## src/hdl/cis_pkg.sv

```systemverilog
// Constants, register map and state codes of the interrupt sequencer.
// Assumes a single core clock and an AHB-Lite register bus.
package cis_pkg;
  localparam int unsigned NUM_SRC    = 8;
  localparam logic [15:0] BOOT_START = 16'hF000;
  localparam logic [15:0] APP_BASE   = 16'h0000;
  localparam logic [15:0] SP_RESET   = 16'h10FF;
  localparam logic [15:0] VEC_STRIDE = 16'h0002;
  localparam logic [15:0] SP_STEP    = 16'h0002;
  localparam logic [2:0]  ENTRY_CYC  = 3'h4;
  localparam logic [2:0]  WAKE_CYC   = 3'h4;
  localparam logic [2:0]  JUMP_CYC   = 3'h3;
  localparam logic [2:0]  RET_CYC    = 3'h4;
  // Register byte offsets
  localparam logic [7:0]  OFF_CTRL   = 8'h00;
  localparam logic [7:0]  OFF_ENABLE = 8'h04;
  localparam logic [7:0]  OFF_FLAG   = 8'h08;
  localparam logic [7:0]  OFF_STATUS = 8'h0C;
  localparam logic [7:0]  OFF_SP     = 8'h10;
  // Field positions
  localparam int unsigned CTRL_GIE   = 0;
  localparam int unsigned CTRL_VSEL  = 1;
  localparam int unsigned STAT_STATE = 0;
  localparam int unsigned STAT_SHDW  = 4;
  localparam int unsigned STAT_PEND  = 5;
  localparam int unsigned STAT_IDX   = 8;
  typedef enum logic [2:0] {
    ST_IDLE  = 3'b000,
    ST_WAKE  = 3'b001,
    ST_ENTRY = 3'b010,
    ST_JUMP  = 3'b011,
    ST_RET   = 3'b100
  } cis_state_t;
endpackage

```

## src/hdl/cis_sequencer.sv

```systemverilog
// Interrupt entry and return sequencer of the 8-bit core.
// Assumes pipeline pulses at instruction boundaries, a stack memory with
// one-cycle read latency, and an AHB-Lite master for the registers.
`timescale 1ns/1ns
`default_nettype none
module cis_sequencer #(
  parameter int unsigned           NSRC       = cis_pkg::NUM_SRC,
  parameter logic [NSRC-1:0]       LEVEL_MASK = '0
) (
  // Clock and reset
  input  wire logic                i_core_clk,
  input  wire logic                i_rst,
  // AHB-Lite slave
  input  wire logic                i_hsel,
  input  wire logic [31:0]         i_haddr,
  input  wire logic [1:0]          i_htrans,
  input  wire logic                i_hwrite,
  input  wire logic [2:0]          i_hsize,
  input  wire logic [31:0]         i_hwdata,
  input  wire logic                i_hready,
  output logic      [31:0]         o_hrdata,
  output logic                     o_hreadyout,
  output logic                     o_hresp,
  // Request sources
  input  wire logic [NSRC-1:0]     i_src_event,
  input  wire logic [NSRC-1:0]     i_src_level,
  // Fuse and lock settings
  input  wire logic                i_boot_reset_fuse,
  input  wire logic                i_app_boot_lock_setting,
  input  wire logic                i_boot_section_lock_setting,
  // Instruction pipeline
  input  wire logic                i_instr_done,
  input  wire logic                i_global_enable_instr,
  input  wire logic                i_global_disable_instr,
  input  wire logic                i_handler_return_instr,
  input  wire logic                i_sleeping,
  input  wire logic [15:0]         i_pc,
  output logic                     o_pc_load,
  output logic      [15:0]         o_pc_value,
  output logic                     o_handler_go,
  output logic                     o_busy,
  output logic                     o_gie,
  output logic      [15:0]         o_reset_vector,
  // Stack memory
  output logic                     o_stack_we,
  output logic                     o_stack_re,
  output logic      [15:0]         o_stack_addr,
  output logic      [7:0]          o_stack_wdata,
  input  wire logic [7:0]          i_stack_rdata
);
  import cis_pkg::*;

  localparam int unsigned IW = (NSRC > 1) ? $clog2(NSRC) : 1;

  cis_state_t        st_q;
  logic [2:0]        cnt_q;
  logic              gie_q;
  logic              shadow_q;
  logic              vsel_q;
  logic [NSRC-1:0]   en_q;
  logic [NSRC-1:0]   flag_q;
  logic [15:0]       sp_q;
  logic [15:0]       ret_pc_q;
  logic [15:0]       vec_q;
  logic [7:0]        pc_hi_q;
  logic [IW-1:0]     idx_q;
  logic              wr_q;
  logic [7:0]        addr_q;
  logic [IW-1:0]     idx_w;

  // Bus decode
  wire logic         ap_w      = i_hsel && i_htrans[1] && i_hready;
  wire logic         wr_ctrl   = wr_q && (addr_q == OFF_CTRL);
  wire logic         wr_en     = wr_q && (addr_q == OFF_ENABLE);
  wire logic         wr_flag   = wr_q && (addr_q == OFF_FLAG);
  wire logic         wr_sp     = wr_q && (addr_q == OFF_SP);

  // Request qualification
  wire logic [NSRC-1:0] pend_w = (flag_q & ~LEVEL_MASK)
                               | (i_src_level & LEVEL_MASK);
  wire logic [NSRC-1:0] req_w  = pend_w & en_q;
  wire logic         locked_w  =
      (i_app_boot_lock_setting && (i_pc < BOOT_START))
    || (i_boot_section_lock_setting && (i_pc >= BOOT_START));
  wire logic         idle_w    = (st_q == ST_IDLE);
  wire logic         bound_w   = i_instr_done || i_sleeping;
  wire logic         ctl_w     = i_instr_done
                               && (i_handler_return_instr
                                   || i_global_enable_instr);
  wire logic         accept    = idle_w && bound_w && (|req_w) && gie_q
                               && !shadow_q
                               && !i_global_disable_instr
                               && !locked_w && !ctl_w;
  wire logic         start_ret = idle_w && i_instr_done
                               && i_handler_return_instr;
  wire logic         ret_done  = (st_q == ST_RET)
                               && (cnt_q == RET_CYC - 3'h1);
  wire logic         sei_done  = idle_w && i_instr_done
                               && i_global_enable_instr;
  wire logic [15:0]  vbase_w   = vsel_q ? BOOT_START : APP_BASE;
  wire logic [15:0]  vec_w     = vbase_w
                               + VEC_STRIDE * (16'(idx_w) + 16'h0001);
  wire logic [15:0]  sp_dec_w  = sp_q - SP_STEP;

  // Read mux
  wire logic [31:0]  ctrl_rd   = (32'(gie_q) << CTRL_GIE)
                               | (32'(vsel_q) << CTRL_VSEL);
  wire logic [31:0]  stat_rd   = (32'(st_q) << STAT_STATE)
                               | (32'(shadow_q) << STAT_SHDW)
                               | (32'(|req_w) << STAT_PEND)
                               | (32'(idx_q) << STAT_IDX);
  wire logic [7:0]   ra_w      = i_haddr[7:0];
  wire logic [31:0]  rd_w      =
      (ra_w == OFF_CTRL)   ? ctrl_rd :
      (ra_w == OFF_ENABLE) ? 32'(en_q) :
      (ra_w == OFF_FLAG)   ? 32'(flag_q) :
      (ra_w == OFF_STATUS) ? stat_rd :
      (ra_w == OFF_SP)     ? {16'h0000, sp_q} : 32'h0000_0000;

  // Fixed priority: lowest index is lowest vector address
  always_comb begin
    idx_w = '0;
    for (int i = NSRC - 1; i >= 0; i--) begin
      if (req_w[i]) begin
        idx_w = IW'(i);
      end
    end
  end

  // Bus slave: zero wait states, always OKAY
  always_ff @(posedge i_core_clk) begin
    if (i_rst) begin
      wr_q        <= 1'b0;
      addr_q      <= 8'h00;
      o_hrdata    <= 32'h0000_0000;
      o_hreadyout <= 1'b0;
      o_hresp     <= 1'b0;
    end else begin
      o_hreadyout <= 1'b1;
      wr_q        <= ap_w && i_hwrite;
      addr_q      <= i_haddr[7:0];
      if (ap_w && !i_hwrite) begin
        o_hrdata <= rd_w;
      end
    end
  end

  always_ff @(posedge i_core_clk) begin
    if (i_rst) begin
      en_q   <= '0;
      vsel_q <= 1'b0;
    end else begin
      if (wr_en) begin
        en_q <= i_hwdata[NSRC-1:0];
      end
      if (wr_ctrl) begin
        vsel_q <= i_hwdata[CTRL_VSEL];
      end
    end
  end

  // Sticky flags; a new event beats any clear
  for (genvar g = 0; g < NSRC; g++) begin : g_flag
    always_ff @(posedge i_core_clk) begin
      if (i_rst) begin
        flag_q[g] <= 1'b0;
      end else if (i_src_event[g]) begin
        flag_q[g] <= 1'b1;
      end else if (wr_flag && i_hwdata[g]) begin
        flag_q[g] <= 1'b0;
      end else if (accept && (idx_w == IW'(g))) begin
        flag_q[g] <= 1'b0;
      end
    end
  end

  // Global enable and one-instruction shadow
  always_ff @(posedge i_core_clk) begin
    if (i_rst) begin
      gie_q    <= 1'b0;
      shadow_q <= 1'b0;
    end else begin
      if (ret_done) begin
        gie_q <= 1'b1;
      end else if (accept) begin
        gie_q <= 1'b0;
      end else if (i_instr_done && i_global_disable_instr) begin
        gie_q <= 1'b0;
      end else if (sei_done) begin
        gie_q <= 1'b1;
      end else if (wr_ctrl) begin
        gie_q <= i_hwdata[CTRL_GIE];
      end
      if (ret_done || sei_done) begin
        shadow_q <= 1'b1;
      end else if (i_instr_done) begin
        shadow_q <= 1'b0;
      end
    end
  end

  // Entry, jump and return sequencing; outputs one step per cycle
  always_ff @(posedge i_core_clk) begin
    if (i_rst) begin
      st_q          <= ST_IDLE;
      cnt_q         <= 3'h0;
      sp_q          <= SP_RESET;
      ret_pc_q      <= 16'h0000;
      vec_q         <= 16'h0000;
      pc_hi_q       <= 8'h00;
      idx_q         <= '0;
      o_stack_we    <= 1'b0;
      o_stack_re    <= 1'b0;
      o_stack_addr  <= 16'h0000;
      o_stack_wdata <= 8'h00;
      o_pc_load     <= 1'b0;
      o_pc_value    <= 16'h0000;
      o_handler_go  <= 1'b0;
    end else begin
      o_stack_we   <= 1'b0;
      o_stack_re   <= 1'b0;
      o_pc_load    <= 1'b0;
      o_handler_go <= 1'b0;
      cnt_q        <= cnt_q + 3'h1;
      case (st_q)
        ST_IDLE: begin
          cnt_q <= 3'h1;
          if (accept) begin
            ret_pc_q <= i_pc;
            vec_q    <= vec_w;
            idx_q    <= idx_w;
            if (i_sleeping) begin
              st_q <= ST_WAKE;
            end else begin
              st_q          <= ST_ENTRY;
              o_stack_we    <= 1'b1;
              o_stack_addr  <= sp_q;
              o_stack_wdata <= i_pc[7:0];
            end
          end else if (start_ret) begin
            st_q         <= ST_RET;
            o_stack_re   <= 1'b1;
            o_stack_addr <= sp_q + 16'h0001;
          end else if (wr_sp) begin
            sp_q <= i_hwdata[15:0];
          end
        end
        ST_WAKE: begin
          if (cnt_q == WAKE_CYC) begin
            st_q          <= ST_ENTRY;
            cnt_q         <= 3'h1;
            o_stack_we    <= 1'b1;
            o_stack_addr  <= sp_q;
            o_stack_wdata <= ret_pc_q[7:0];
          end
        end
        ST_ENTRY: begin
          if (cnt_q == 3'h1) begin
            o_stack_we    <= 1'b1;
            o_stack_addr  <= sp_q - 16'h0001;
            o_stack_wdata <= ret_pc_q[15:8];
          end else if (cnt_q == 3'h2) begin
            sp_q <= sp_dec_w;
          end else if (cnt_q == ENTRY_CYC - 3'h1) begin
            st_q       <= ST_JUMP;
            cnt_q      <= 3'h1;
            o_pc_load  <= 1'b1;
            o_pc_value <= vec_q;
          end
        end
        ST_JUMP: begin
          if (cnt_q == JUMP_CYC) begin
            st_q         <= ST_IDLE;
            o_handler_go <= 1'b1;
          end
        end
        ST_RET: begin
          if (cnt_q == 3'h1) begin
            o_stack_re   <= 1'b1;
            o_stack_addr <= sp_q + SP_STEP;
          end else if (cnt_q == 3'h2) begin
            pc_hi_q <= i_stack_rdata;
          end else if (ret_done) begin
            st_q       <= ST_IDLE;
            sp_q       <= sp_q + SP_STEP;
            o_pc_load  <= 1'b1;
            o_pc_value <= {pc_hi_q, i_stack_rdata};
          end
        end
        default: begin
          st_q <= ST_IDLE;
        end
      endcase
    end
  end

  // Core clock is used as is, no divider in the path
  always_ff @(posedge i_core_clk) begin
    if (i_rst) begin
      o_busy         <= 1'b0;
      o_gie          <= 1'b0;
      o_reset_vector <= APP_BASE;
    end else begin
      o_busy         <= !idle_w || accept || start_ret;
      o_gie          <= gie_q;
      o_reset_vector <= i_boot_reset_fuse ? BOOT_START : APP_BASE;
    end
  end
endmodule
`default_nettype wire

```

## config.mk

```make
export PLATFORM = sky130hd
export DESIGN_NAME = cis_sequencer
export DESIGN_NICKNAME = d
export VERILOG_FILES = /design/src/hdl/cis_pkg.sv /design/src/hdl/cis_sequencer.sv
export SDC_FILE = /design/constraint.sdc
export NUM_CORES = 1
export LEC_CHECK = 0
export BUFFER_PORTS_ARGS = -buffer_cell sky130_fd_sc_hd__buf_2
export CAP_MARGIN = 30
export CORE_MARGIN = 2
export CORE_UTILIZATION = 55
export DETAILED_ROUTE_END_ITERATION = 16
export PLACE_DENSITY = 0.83
export SLEW_MARGIN = 20
export SYNTH_ARGS = -nofsm -noshare
export SYNTH_HDL_FRONTEND = slang
export SYNTH_SLANG_ARGS = --single-unit
```

## constraint.sdc

```tcl
create_clock -name i_core_clk -period 5.6 [get_ports i_core_clk]
set_clock_uncertainty 0.05 [all_clocks]
set_input_delay 1.12 -clock i_core_clk [delete_from_list [all_inputs] [get_ports i_core_clk]]
set_output_delay 1.12 -clock i_core_clk [all_outputs]
set_load 0.02 [all_outputs]
```

* After elaboration in Yosys (flattened, before gate mapping) *
Cells that the tools add are included.

operators by class
  add/subtract/negate cells = 7
  order comparisons = 2
  equal/unequal tests = 40
  mux-type cells = 107
  bitwise operators = 7
  reduce and logical (&&, ||, !) cells = 78

operator list
  cell                                                        count
  two-way mux 16 bit                                          27
  two-way mux 3 bit                                           22
  one-hot mux 16 bit (4 select lines)                         1
  one-hot mux 16 bit (3 select lines)                         1
  two-way mux 1 bit                                           44
  logical AND 1 bit                                           39
  two-way mux 8 bit                                           4
  one-hot mux 16 bit (2 select lines)                         1
  nonzero test 3 bit                                          10
  inequality test 2 bit (second input constant)               14
  equality test 8 x 4 -> 1 bit (second input constant)        3
  one-hot mux 8 bit (3 select lines)                          1
  equality test 3 x 2 -> 1 bit (second input constant)        6
  equality test 3 bit (second input constant)                 6
  AND reduction 9 bit                                         2
  adder 16 x 1 -> 16 bit (second input constant)              1
  adder 16 x 2 -> 16 bit (second input constant)              1
  adder 16 x 5 -> 16 bit                                      1
  equality test 8 x 3 -> 1 bit (second input constant)        2
  equality test 8 x 5 -> 1 bit (second input constant)        2
  greater-or-equal comparator 16 bit (second input constant)  1
  logical NOT 8 bit                                           2
  < comparator 16 bit (second input constant)                 1
  subtractor 16 x 1 -> 16 bit (second input constant)         1
  31 further kinds                                            48

word-level totals
  register bits = 188

* Depth between registers and ports, before layout *
  word-level depth = 14
  mapped depth = 10

* Worst setup path before layout *
OpenSTA, ideal clock, no wires.

  path kind = input port to flip-flop
  start = input port i_pc[13]
  end = register sp_q[3]
  data arrival time = 2.612 ns
  required time = 5.428 ns
  setup slack = 2.816 ns
  cell stages on the path = 6
  path through = nand4_1 mux2_2 o31ai_1 nor2_4 buf_4 a221o_1

between the ends
  cells in the longest elaborated chain, start to end = 8
  elaborated cells on any way between the ends = 10
  classes of those cells = 2 x order compare; 1 x eq/ne; 7 x reduce/logical

RTL lines
  item                                                                              line                                      RTL
  from (decl)                                                                       cis_sequencer.sv:37                       input wire logic [15:0] i_pc,
  < comparator 16 bit / greater-or-equal comparator 16 bit (equally long branches)  cis_sequencer.sv:83, cis_sequencer.sv:84
  logical AND 1 bit, on equally long branches                                       cis_sequencer.sv:83, cis_sequencer.sv:84
  logical OR 1 bit (*)                                                              cis_sequencer.sv:84                       || (i_boot_section_lock_setting && (i_pc >= BOOT_START));
  logical NOT 1 bit (*)                                                             cis_sequencer.sv:93                       && !locked_w && !ctl_w;
  logical AND 1 bit (*) (2 in a row)                                                cis_sequencer.sv:93
  inequality test 2 bit (no source line) (*)                                        --
  AND reduction 9 bit (no source line) (*)                                          --
  to (signal assigned)                                                              cis_sequencer.sv:245                      sp_q <= i_hwdata[15:0];
  to (signal assigned)                                                              cis_sequencer.sv:263                      sp_q <= sp_dec_w;
  to (signal assigned)                                                              cis_sequencer.sv:285                      sp_q <= sp_q + SP_STEP;
  to (decl)                                                                         cis_sequencer.sv:62                       logic [15:0] sp_q;

Every way passes the cells marked *; elsewhere a longest branch is shown, timed or not.
A chain may end at the register's enable or synchronous reset.

* Worst setup path in the final report *
  start = register sp_q[2]
  end = register o_stack_addr[13]

between the ends
  cells in the longest elaborated chain, start to end = 4
  elaborated cells on any way between the ends = 8
  classes of those cells = 3 x add/sub; 5 x mux

RTL lines
  item                                     line                  RTL
  adder 16 x 1 -> 16 bit                   cis_sequencer.sv:243  o_stack_addr <= sp_q + 16'h0001;
  two-way mux 16 bit                       cis_sequencer.sv:240  end else if (start_ret) begin
  two-way mux 16 bit                       cis_sequencer.sv:228  if (accept) begin
  one-hot mux 16 bit (4 select lines) (*)  cis_sequencer.sv:225  case (st_q)
  to (signal assigned)                     cis_sequencer.sv:237  o_stack_addr <= sp_q;
  to (signal assigned)                     cis_sequencer.sv:243
  to (signal assigned)                     cis_sequencer.sv:253  o_stack_addr <= sp_q;
  to (decl)                                cis_sequencer.sv:47   output logic [15:0] o_stack_addr,

Every way passes the cells marked *; elsewhere a longest branch is shown, timed or not. The select of a mux whose other input is x is not followed.

==> flow_metrics.py <==
metrics = {
    "run_status": {
        "outcome": "completed",
    },
    "cells_and_area": {
        "area_growth_pct": 13.2,
        "diodes": 0,
        "multi_input_area_um2": 4770,
        "seqCellArea_um2": 2920,
        "fillerInstances": 1297,
        "layout.nets": 1264,
        "drive_gt1_share_pct": 18.3,
    },
    "timing": {
        "slew-limit-headroom_pct": 28.5,
        "worstMarginPinSlew_ns": 1.05,
        "hold_viol": 0,
        "grt_setup_unrepaired": "no",
        "period_share_pct": 61.2,
        "max_freq_mhz": 292,
        "finalCriticalPeriod_ns": 3.43,
        "setup_violations": 0,
        "finalMaxSlewViolations": 0,
        "tns_ns": 0,
    },
    "die": {
        "die_h_um": 127,
        "io-pin-count": 218,
        "coreArea_um2": 14600,
        "start_util_pct": 56.6,
        "die_x_um": 127,
        "die_area_um2": 16000,
        "rows": 44,
    },
    "global_routing": {
        "gr-usage-all-layers_pct": 31.3,
        "antenna_found_initial": 0,
        "grt_start_max_net_pins": 75,
        "grt_pass1_wl_um": 40300,
        "grt_pass1_vias": 7568,
        "grt-ovfl-total": 0,
    },
    "clocking": {
        "cts.clk_slew.worst_paths_ns": 0.07,
        "hold_buffers": 0,
        "post_cts_resized": 0,
        "cts_tree": "yes",
        "cts.path.max_buffers": 2,
        "clock_sinks": 146,
        "clkLatencyLatePin_ns": 0.43,
        "htreeDepth": 4,
        "cts_buffers": 17,
        "cts_root_buf": "clkbuf_16",
        "post-cts-setup-buffer-count": 0,
    },
    "critical_path": {
        "slowest_stage": "nor4b_1",
        "crit_chain": "inv_1 > ha_1 > nor4b_1 > nand2_1 > nor2_1 > xnor2_1 > a2111oi_0 > a22o_1",
        "endpoint_kind": "register",
        "r2r_slack_ns": 2.17,
        "worstPathBufferInverterCount": 1,
        "critical_path_class": "register to register",
        "cp_top_family": "simple AND/OR/NAND/NOR gates",
        "max_stage_delay_ns": 0.78,
        "critPathMaxFanout": 12,
        "worst_setup_path_start_kind": "register",
        "worst-endpoint-arrival_ns": 3.75,
        "crit_required_ns": 5.93,
    },
    "placement": {
        "gp_congestion": 0.971,
        "place.port_buffers": 136,
        "hpwl_um": 17700,
    },
    "yosys": {
        "ys_seq_area_share_pct": 35.4,
        "async_flop_share_pct": 0,
        "ys_warn_count": 0,
        "syn-cell-area_um2": 8260,
        "synth-seq-cells": 146,
        "synth_top_area_cell": "dfxtp_1",
        "synthTopCellsByCount": "dfxtp_1 (146), nand2_1 (142), nor2_1 (109)",
        "synth_cells": 1039,
        "yosysMostFrequentCell": "dfxtp_1",
        "yosys-top-cells-area": "dfxtp_1 (35%), nand2_1 (6.5%), nor2_1 (5.0%)",
        "synth_top_area_share_pct": 35.4,
        "synth-edff-count": 0,
        "avgSynthCellArea_um2": 7.95,
        "yosysUniqueCellTypes": 85,
        "synthFlopType": "dfxtp_1",
    },
    "worst_hold_path": {
        "min_path_type": "register to register",
    },
    "drt": {
        "drt_pass1_iterations": 6,
        "drc_errors": 0,
        "num_vias": 8342,
        "post_drt_wl_per_cell_um": 19.3,
        "ant_nets": 0,
        "viasPerCell": 6.31,
        "drt_iter0_drc": 950,
        "routed_wl_um": 25500,
    },
    "pwr": {
        "leakage_nw": 3.67,
        "p_total_mw": 2.56,
        "irDropWorstVdd_uv": 209,
        "power.density_nw_per_um2": 274,
    },
    "flow_run": {
        "maxCapViolCount": 0,
    },
}
placed cells by master (no fill, tap or decap), types with 19 or more instances in the layout:
master / instances
dfxtp_1: 146
nand2_1: 142
buf_2: 136
nor2_1: 109
a21oi_1: 63
o21ai_0: 46
nand3_1: 33
conb_1: 29
a22oi_1: 27
mux2i_1: 20
nor3_1: 20
a311oi_1: 20
inv_1: 19
a31oi_1: 19
per-layer routing:
layer  global-route usage (%)  vias up  share of wire (%)
met5                        0        -                  0
met3                     6.71       74                 10
met1                     43.0     3852                 42
met2                     48.2      508                 45
met4                     12.5        0                2.7
li1                         -     3908                  -
cells by family (layout without fill, tap and decap cells):
kind of cell	after synthesis	after routing	synth area share, %
AOI/OAI and AO/OA	283	283	24.0
xor gates and xnor gates	25	25	2.65
adders and majority gates	18	18	2.70
buffers and inverters	133	204	8.29
DFF	146	146	35.4
muxes	27	27	3.41
other	1	29	0.0454
and+or+nand+nor	406	406	23.5
worst register-to-register path, delay by kind of cell, from the launching register on:
kind                       cells  cell delay [ns]
xor gates and xnor gates       1             0.10
DFF                            1             0.45
buffers and inverters          1             0.20
and+or+nand+nor                3             1.42
AOI/OAI and AO/OA              2             0.87
adders and majority gates      1             0.28
sequential cells by signal (all words and copies together) (netlist names), 3 cells and up:
register       count
cnt_q              3
pc_hi_q            8
sp_q              16
o_stack_wdata      8
o_pc_value        16
flag_q             8
o_hrdata          16
idx_q              3
ret_pc_q          16
en_q               8
addr_q             8
st_q               3
vec_q              5
o_stack_addr      16
cell type report:
cell class	instances	share of cell area, %
well taps	184	2.46
flip-flops and latches	146	31.3
repair buffers	152	8.56
inverters	20	0.803
clock inverters	15	1.32
clock buffers	17	4.55
multi-input cells	788	51.1
power breakdown:
| group | internal (mW) | total (mW) | switching, mW |
|---|---|---|---|
| clock | 0.577 | 1.08 | 0.500 |
| sequential | 1.07 | 1.12 | 0.0491 |
| combinational | 0.129 | 0.368 | 0.239 |
| total | 1.78 | 2.56 | 0.788 |
per-stage QoR:
step / worst slack [ns] / hold slack, ns / cell area, um2 / std cells / util [%]
5_1_grt: 2.24 / 0.418 / 9350 / 1322 / 64.1
6_report: 2.17 / 0.398 / 9350 / 1322 / 64.1
3_3_place_gp: 2.14 / 0.387 / 8790 / 1288 / 60.3
3_5_place_dp: 2.09 / 0.391 / 8790 / 1288 / 60.3
4_1_cts: 2.40 / 0.399 / 9340 / 1320 / 64.0
2_1_floorplan: 2.82 / 0.382 / 8370 / 1067 / -
path summary, 6_finish.rpt:
path / from / endpoint / cells after the start
worst min-delay path: o_hrdata[11] / o_hrdata[11] / 2
worst max-delay path: sp_q[2] / o_stack_addr[13] / 8
worst max register to register: sp_q[2] / o_stack_addr[13] / 8
worst min register to register: o_hrdata[11] / o_hrdata[11] / 2
Note: power is estimated with default switching activity, not from simulation.
